**src/design/clk_switch_pkg.sv**
```systemverilog
// constants and types shared by the cpu clock source switch
package clk_switch_pkg;

  // ==========================================================
  // register byte addresses
  localparam logic [3:0] ADDR_PROC_CLK_CTRL = 4'h0;
  localparam logic [3:0] ADDR_PROT_CMD      = 4'h4;
  localparam logic [3:0] ADDR_INT_OSC_MODE  = 4'h8;
  localparam logic [3:0] ADDR_STATUS        = 4'hC;

  // ==========================================================
  // processor_clock_ctrl field positions; POS_INT_HALT is in the internal osc mode register
  localparam int POS_DIV_LO     = 0;
  localparam int POS_DIV_HI     = 2;
  localparam int POS_SRC_SEL    = 3;
  localparam int POS_SUB_ACTIVE = 4;
  localparam int POS_MAIN_STOP  = 6;
  localparam int POS_INT_HALT   = 0;

  // ==========================================================
  // reset values, limits and bus response codes
  localparam logic [7:0] PCC_RESET      = 8'h03;
  localparam logic [7:0] INT_OSC_RESET  = 8'h00;
  localparam logic [2:0] DIV_MAX_SEL    = 3'h4;
  localparam logic [1:0] RESP_OKAY      = 2'h0;
  localparam logic [1:0] RESP_SLVERR    = 2'h2;

  // synchroniser depth for the subclock tick
  localparam int SYNC_STAGES = 2;

  typedef enum logic [1:0] {SRC_MAIN, SRC_TO_SUB, SRC_SUB, SRC_TO_MAIN} src_state_e;

endpackage

```
**src/design/cpu_clock_source_switch.sv**
```systemverilog
// cpu clock source switch with axi4-lite registers
`timescale 1ns/1ps
module cpu_clock_source_switch
(
  // clock and reset
  input  wire logic        clk_in,
  input  wire logic        arst_n_in,
  // axi4-lite write address
  input  wire logic        s_axi_awvalid_in,
  output logic             s_axi_awready_out,
  input  wire logic [3:0]  s_axi_awaddr_in,
  // axi4-lite write data
  input  wire logic        s_axi_wvalid_in,
  output logic             s_axi_wready_out,
  input  wire logic [31:0] s_axi_wdata_in,
  input  wire logic [3:0]  s_axi_wstrb_in,
  // axi4-lite write response
  output logic             s_axi_bvalid_out,
  input  wire logic        s_axi_bready_in,
  output logic [1:0]       s_axi_bresp_out,
  // axi4-lite read address
  input  wire logic        s_axi_arvalid_in,
  output logic             s_axi_arready_out,
  input  wire logic [3:0]  s_axi_araddr_in,
  // axi4-lite read data
  output logic             s_axi_rvalid_out,
  input  wire logic        s_axi_rready_in,
  output logic [31:0]      s_axi_rdata_out,
  output logic [1:0]       s_axi_rresp_out,
  // clock sources and status
  input  wire logic        sub_clock_in,
  input  wire logic        cpu_on_int_osc_in,
  // clock control outputs
  output logic             cpu_on_sub_clock_out,
  output logic             main_osc_enable_out,
  output logic             int_osc_enable_out,
  output logic [4:0]       clk_divide_out
);
  import clk_switch_pkg::*;

  typedef struct packed
  {
    logic       aw_got;
    logic [3:0] aw_addr;
    logic       w_got;
    logic [7:0] w_byte;
    logic       w_lane0;
    logic       bvalid;
    logic [1:0] bresp;
    logic       rvalid;
    logic [7:0] rdata;
    logic [1:0] rresp;
    logic       unlocked;
    logic [2:0] div_sel;
    logic       src_sel;
    logic       main_stop;
    logic       int_halt;
    src_state_e src;
    logic [4:0] divide;
    logic       int_osc_sync;
    logic       int_osc;
    logic       aw_rdy;
    logic       w_rdy;
    logic       ar_rdy;
    logic       sub_flag;
    logic       main_en;
    logic       int_en;
  } state_s;

  state_s     st_ff;
  state_s     nxt_st;
  logic       sub_tick;
  logic [7:0] pcc_view;

  edge_sync u_sub_sync
  (
    .clk_in    (clk_in),
    .arst_n_in (arst_n_in),
    .level_in  (sub_clock_in),
    .rise_out  (sub_tick)
  );

  // ==========================================================
  // register views
  always_comb
  begin
    pcc_view                 = 8'h00;
    pcc_view[POS_DIV_HI:0]   = st_ff.div_sel;
    pcc_view[POS_SRC_SEL]    = st_ff.src_sel;
    pcc_view[POS_SUB_ACTIVE] = st_ff.sub_flag;
    pcc_view[POS_MAIN_STOP]  = st_ff.main_stop;
  end

  // ==========================================================
  // bus and control
  always_comb
  begin
    nxt_st              = st_ff;
    nxt_st.int_osc_sync = cpu_on_int_osc_in;
    nxt_st.int_osc      = st_ff.int_osc_sync;

    // write channels taken independently
    if (s_axi_awvalid_in && !st_ff.aw_got)
    begin
      nxt_st.aw_got  = 1'b1;
      nxt_st.aw_addr = s_axi_awaddr_in;
    end
    if (s_axi_wvalid_in && !st_ff.w_got)
    begin
      nxt_st.w_got   = 1'b1;
      nxt_st.w_byte  = s_axi_wdata_in[7:0];
      nxt_st.w_lane0 = s_axi_wstrb_in[0];
    end

    if (st_ff.aw_got && st_ff.w_got && !st_ff.bvalid)
    begin
      nxt_st.aw_got   = 1'b0;
      nxt_st.w_got    = 1'b0;
      nxt_st.bvalid   = 1'b1;
      nxt_st.bresp    = RESP_OKAY;
      nxt_st.unlocked = 1'b0;
      if (st_ff.aw_addr == ADDR_PROT_CMD)
      begin
        nxt_st.unlocked = st_ff.w_lane0;
      end
      else if (st_ff.aw_addr == ADDR_PROC_CLK_CTRL)
      begin
        if (st_ff.unlocked && st_ff.w_lane0)
        begin
          nxt_st.div_sel   = st_ff.w_byte[POS_DIV_HI:0];
          nxt_st.src_sel   = st_ff.w_byte[POS_SRC_SEL];
          nxt_st.main_stop = st_ff.w_byte[POS_MAIN_STOP];
        end
      end
      else if (st_ff.aw_addr == ADDR_INT_OSC_MODE)
      begin
        if (st_ff.w_lane0)
        begin
          nxt_st.int_halt = st_ff.w_byte[POS_INT_HALT];
        end
      end
      else if (st_ff.aw_addr != ADDR_STATUS)
      begin
        nxt_st.bresp = RESP_SLVERR;
      end
    end
    if (st_ff.bvalid && s_axi_bready_in)
    begin
      nxt_st.bvalid = 1'b0;
    end

    if (s_axi_arvalid_in && !st_ff.rvalid)
    begin
      nxt_st.rvalid = 1'b1;
      nxt_st.rresp  = RESP_OKAY;
      nxt_st.rdata  = 8'h00;
      if (s_axi_araddr_in == ADDR_PROC_CLK_CTRL)
        nxt_st.rdata = pcc_view;
      else if (s_axi_araddr_in == ADDR_PROT_CMD)
        nxt_st.rdata = 8'h00;
      else if (s_axi_araddr_in == ADDR_INT_OSC_MODE)
        nxt_st.rdata = {7'h00, st_ff.int_halt};
      else if (s_axi_araddr_in == ADDR_STATUS)
        nxt_st.rdata = {7'h00, st_ff.int_osc};
      else
        nxt_st.rresp = RESP_SLVERR;
    end
    else if (st_ff.rvalid && s_axi_rready_in)
    begin
      nxt_st.rvalid = 1'b0;
    end

    case (st_ff.src)
      SRC_MAIN:
        if (st_ff.src_sel)
          nxt_st.src = SRC_TO_SUB;
      SRC_TO_SUB:
        if (!st_ff.src_sel)
          nxt_st.src = SRC_MAIN;
        else if (sub_tick)
          nxt_st.src = SRC_SUB;
      SRC_SUB:
        if (!st_ff.src_sel)
          nxt_st.src = SRC_TO_MAIN;
      SRC_TO_MAIN:
        if (st_ff.src_sel)
          nxt_st.src = SRC_SUB;
        else if (sub_tick)
          nxt_st.src = SRC_MAIN;
      default:
        nxt_st.src = SRC_MAIN;
    endcase

    // divide by 1 to 16; codes above 4 held at 16
    if (st_ff.div_sel > DIV_MAX_SEL)
      nxt_st.divide = 5'h10;
    else
      nxt_st.divide = 5'(5'h01 << st_ff.div_sel);

    // output flops follow next state so pins match the register view
    nxt_st.aw_rdy   = ~nxt_st.aw_got;
    nxt_st.w_rdy    = ~nxt_st.w_got;
    nxt_st.ar_rdy   = ~nxt_st.rvalid;
    nxt_st.sub_flag = (nxt_st.src == SRC_SUB) || (nxt_st.src == SRC_TO_MAIN);
    nxt_st.main_en  = ~nxt_st.main_stop;
    nxt_st.int_en   = ~(nxt_st.int_halt & ~nxt_st.int_osc);
  end

  always_ff @(posedge clk_in or negedge arst_n_in)
  begin
    if (!arst_n_in)
    begin
      st_ff         <= '0;
      st_ff.div_sel <= PCC_RESET[POS_DIV_HI:0];
      st_ff.src     <= SRC_MAIN;
      st_ff.divide  <= 5'h08;
      st_ff.aw_rdy  <= 1'b1;
      st_ff.w_rdy   <= 1'b1;
      st_ff.ar_rdy  <= 1'b1;
      st_ff.main_en <= 1'b1;
      st_ff.int_en  <= 1'b1;
    end
    else
    begin
      st_ff <= nxt_st;
    end
  end

  // ==========================================================
  // outputs
  assign s_axi_awready_out    = st_ff.aw_rdy;
  assign s_axi_wready_out     = st_ff.w_rdy;
  assign s_axi_bvalid_out     = st_ff.bvalid;
  assign s_axi_bresp_out      = st_ff.bresp;
  assign s_axi_arready_out    = st_ff.ar_rdy;
  assign s_axi_rvalid_out     = st_ff.rvalid;
  assign s_axi_rdata_out      = {24'h000000, st_ff.rdata};
  assign s_axi_rresp_out      = st_ff.rresp;
  assign cpu_on_sub_clock_out = st_ff.sub_flag;
  assign main_osc_enable_out  = st_ff.main_en;
  assign int_osc_enable_out   = st_ff.int_en;
  assign clk_divide_out       = st_ff.divide;

endmodule // cpu_clock_source_switch

```
**src/design/edge_sync.sv**
```systemverilog
// two-stage synchroniser with rising edge pulse
`timescale 1ns/1ps
module edge_sync
(
  // clock and reset
  input  wire logic clk_in,
  input  wire logic arst_n_in,
  // async level and its rising edge
  input  wire logic level_in,
  output logic      rise_out
);
  import clk_switch_pkg::*;

  typedef struct packed
  {
    logic [SYNC_STAGES-1:0] sync;
    logic                   last;
    logic                   rise;
  } sync_s;

  sync_s st_ff;
  sync_s nxt_st;

  // first stage feeds only the second stage
  always_comb
  begin
    nxt_st      = st_ff;
    nxt_st.sync = {st_ff.sync[SYNC_STAGES-2:0], level_in};
    nxt_st.last = st_ff.sync[SYNC_STAGES-1];
    nxt_st.rise = st_ff.sync[SYNC_STAGES-1] & ~st_ff.last;
  end

  always_ff @(posedge clk_in or negedge arst_n_in)
  begin
    if (!arst_n_in)
      st_ff <= '0;
    else
      st_ff <= nxt_st;
  end

  assign rise_out = st_ff.rise;

endmodule // edge_sync

```
**config.mk**
```make
export PLATFORM = sky130hd
export DESIGN_NAME = cpu_clock_source_switch
export DESIGN_NICKNAME = d
export VERILOG_FILES = /design/src/design/clk_switch_pkg.sv /design/src/design/cpu_clock_source_switch.sv /design/src/design/edge_sync.sv
export SDC_FILE = /design/constraint.sdc
export NUM_CORES = 1
export LEC_CHECK = 0
export ABC_AREA = 1
export BUFFER_PORTS_ARGS = -buffer_cell sky130_fd_sc_hd__buf_4
export CORE_UTILIZATION = 30
export DETAILED_ROUTE_END_ITERATION = 12
export PLACE_DENSITY = 0.58
export SLEW_MARGIN = 20
export SYNTH_ARGS = -nofsm -noshare
export SYNTH_HDL_FRONTEND = slang
export SYNTH_SLANG_ARGS = --single-unit
```
**constraint.sdc**
```tcl
create_clock -name clk_in -period 1.55 [get_ports clk_in]
set_input_delay 0 -clock clk_in [delete_from_list [all_inputs] [get_ports clk_in]]
set_output_delay 0 -clock clk_in [all_outputs]
set_load 0.03 [all_outputs]
```
==> impl_metrics.env <==
export IMPL_crit_path_start_kind="input port"
export IMPL_place_gp_congestion=0.679
export IMPL_ctsLongestPathBuffers=2
export IMPL_grt_use_total_pct=10.0
export IMPL_place_ws_ps=392
export IMPL_critical_path_class="in2reg"
export IMPL_synth_seq_cells=48
export IMPL_cp_max_fo=4
export IMPL_grt_max_degree=49
export IMPL_cts_tree="done"
export IMPL_initial_core_util_pct=31.0
export IMPL_switching_share_pct=33.1
export IMPL_fin_setup_tns_ps=0
export IMPL_p_leak_nw=1.32
export IMPL_num_antenna_cells=0
export IMPL_fp_dieW_um=85.6
export IMPL_firstDrtPassIters=4
export IMPL_post_drt_via_cell_ratio=4.00
export IMPL_drt_total_wl_um=3420
export IMPL_nNetsFinal=315
export IMPL_hp_class="in2reg"
export IMPL_root_buffer="clkbuf_8"
export IMPL_pwr_share_clk_pct=26.0
export IMPL_path_cells="dlygate4sd3_1 > buf_4 > nor2_1 > dlygate4sd3_1 > a21oi_1"
export IMPL_die_area_mm2=0.00732
export IMPL_post_cts_buffers=0
export IMPL_multi_input_area_um2=574
export IMPL_synth_top_area_share_pct=47.8
export IMPL_rsz0062_at_grt="no"
export IMPL_cts_sinks=48
export IMPL_syn_area_per_cell_um2=10.1
export IMPL_grt_pass1_vias=1309
export IMPL_power_switching_mw=1.24
export IMPL_vias=1371
export IMPL_crit_required_ps=1720
export IMPL_drive_above_1_share_pct=27.0
export IMPL_grt_overflow_total=0
export IMPL_crit_buf_inv=3
export IMPL_nFillCells=696
export IMPL_finalPower_mw=3.76
export IMPL_cap_viol_max_count=0
export IMPL_min_period_over_period_pct=84.2
export IMPL_critical_path_most_common_cell="dlygate4sd3_1"
export IMPL_busiest_layer="met2"
export IMPL_syn_instance_count=208
export IMPL_layout_area_seq_mm2=0.00121
export IMPL_synth_area_mm2=0.00209
export IMPL_cp_arrival_ps=1480
export IMPL_wire_per_inst_um=9.98
export IMPL_critPathSlowestCell="dlygate4sd3_1"
export IMPL_drtIter0Drc=38
export IMPL_cts_htree_levels=2
export IMPL_worst_pin_slew_ps=593
export IMPL_path_clk_slew_ps=90
export IMPL_pwr_share_seq_pct=46.6
export IMPL_use_met3_pct=3.08
export IMPL_fin_cells=343
export IMPL_synth_top_area_cell="dfrtp_1"
export IMPL_status="complete, no violations"
export IMPL_critPathCaptureType="flop"
export IMPL_peakVddDrop_uv=803
export IMPL_p_per_area_mw_per_mm2=1430
export IMPL_setup_slack_ps=245
export IMPL_portBuffers=43
export IMPL_cpPeakStageDelay_ps=580
export IMPL_ys_seq_area_share_pct=57.8
export IMPL_clock_latency_ps=300
export IMPL_ys_types=24
export IMPL_synth_area_leaders="dfrtp_1 48%, buf_4 15%, dfstp_2 10%"
export IMPL_grt_pass1_wl_um=5760
export IMPL_area_growth_pct=25.4
export IMPL_finClkSkew_ps=9.37
export IMPL_route_detailed_drc=0
export IMPL_fin_util_pct=38.9
export IMPL_path_delay_family="buffers and inverters"
export IMPL_use_met1_pct=12.0
export IMPL_p_int_mw=2.52
export IMPL_period_minus_slack_ps=1300
export IMPL_finalSetupViolCount=0
export IMPL_relSlewSlack_pct=60.4
export IMPL_combPwrFrac_pct=27.5
export IMPL_antenna_found_initial=0
export IMPL_fmax_mhz=766
export IMPL_ant_nets=0
export IMPL_io_pins=102
export IMPL_dp_cells=316
export IMPL_drv_slew=0
export IMPL_finalHoldViolations=0
export IMPL_numCtsBuffers=5
export IMPL_die_height_um=85.6
export IMPL_rows=30
export IMPL_ys_warn_count=0
export IMPL_met2_usage_pct=17.0
export IMPL_dpl_hpwl_um=2390
export IMPL_coreArea_mm2=0.00676
Yosys cell counts, drive strengths merged:
master,instances
nor3,4
dfstp,8
nand4,1
nand2,25
xnor2,1
o21ai,22
dfrtp,40
mux2,2
conb,1
a31oi,2
inv,25
nand3,6
clkbuf,1
buf,42
a21oi,12
nor2,16
cell usage in the layout, fill, tap and decap left out:
cell,Yosys,routed
a21oi_1,12,12
a31oi_1,2,2
buf_4,41,44
bufinv_16,0,1
clkbuf_8,0,7
conb_1,1,28
dfrtp_1,40,40
dfstp_2,8,8
dlygate4sd3_1,0,19
inv_1,24,24
inv_2,1,1
mux2_2,2,2
nand2_1,22,22
nand2_2,2,2
nand2_4,1,1
nand3_1,5,5
nand3_4,1,1
nand4_1,1,1
nor2_1,12,12
nor2_2,2,2
nor2_4,2,2
nor3_1,4,4
o21ai_0,18,18
o21ai_1,4,4
xnor2_1,1,1
per-stage QoR:
step                hold WS, ps  instance area [um^2]
global route                122                  2630
floorplan                  -296                  2200
finish                      100                  2630
detailed placement         55.2                  2310
CTS                        92.8                  2630
global placement           47.2                  2310
worst min-delay path: cells and delay by family:
kind / cells / cell delay (ps)
buffers and inverters: 1 / 110
and+or+nand+nor: 2 / 100
AOI/OAI and AO/OA: 2 / 150
cell families (layout without fill, tap and decap cells):
logic type	count (synthesis)	in the layout	share of synthesized area (%)
flip-flops	48	48	57.8
AO/OA/AOI/OAI	36	36	8.72
other	1	28	0.179
multiplexers	2	2	1.08
buffers and inverters	68	96	19.6
AND/OR/NAND/NOR	52	52	12.2
XOR/XNOR	1	1	0.418
power by group through the flow:
stage,logic (mW),clock network [mW],registers [mW]
2_1_floorplan,0.671,0,1.87
3_3_place_gp,0.992,0,1.77
3_5_place_dp,1.01,0,1.78
4_1_cts,1.05,1.01,1.76
5_1_grt,1.15,1.06,1.79
6_report,1.03,0.977,1.75
layout make-up:
cell class              instances  area share [%]
clock inverters                 1            1.14
inverters                      25            3.57
well taps                      80            3.81
repair buffers                 63            19.8
flip-flops and latches         48            46.1
multi-input cells             119            21.9
clock buffers                   7            3.67
sequential cells by signal (all words and copies together), names as in the netlist, 2 cells and up:
name	cells
clk_divide_out	5
u_sub_sync.nxt_st	2
st_ff	17
pcc_view	5
s_axi_rdata_out	6
layer usage:
metal / vias up / wire length, um
met1: 633 / 1570
met2: 43 / 1640
met5: - / 0
li1: 692 / -
met4: 0 / 23
met3: 3 / 185
final timing paths:
| check | start | to | slack [ps] | depth (start not counted) |
|---|---|---|---|---|
| min in group asynchronous | arst_n_in | clk_divide_out[1] | 260 | 2 |
| max in group asynchronous | arst_n_in | st_ff[46] | 890 | 2 |
| min reg2reg | u_sub_sync.nxt_st[3] | u_sub_sync.nxt_st[1] | 350 | 0 |
| max | s_axi_araddr_in[0] | s_axi_rresp_out[1] | 250 | 5 |
| min | s_axi_araddr_in[3] | s_axi_rdata_out[0] | 100 | 5 |
| max reg2reg | s_axi_rvalid_out | s_axi_rdata_out[2] | 400 | 3 |
repair_timing:
item	in CTS	in global routing
hold endpoints to repair	60	0
setup endpoints to repair	0	0
hold buffers	19	0
resized for setup	0	0
Power figures use the tool's default switching activity.
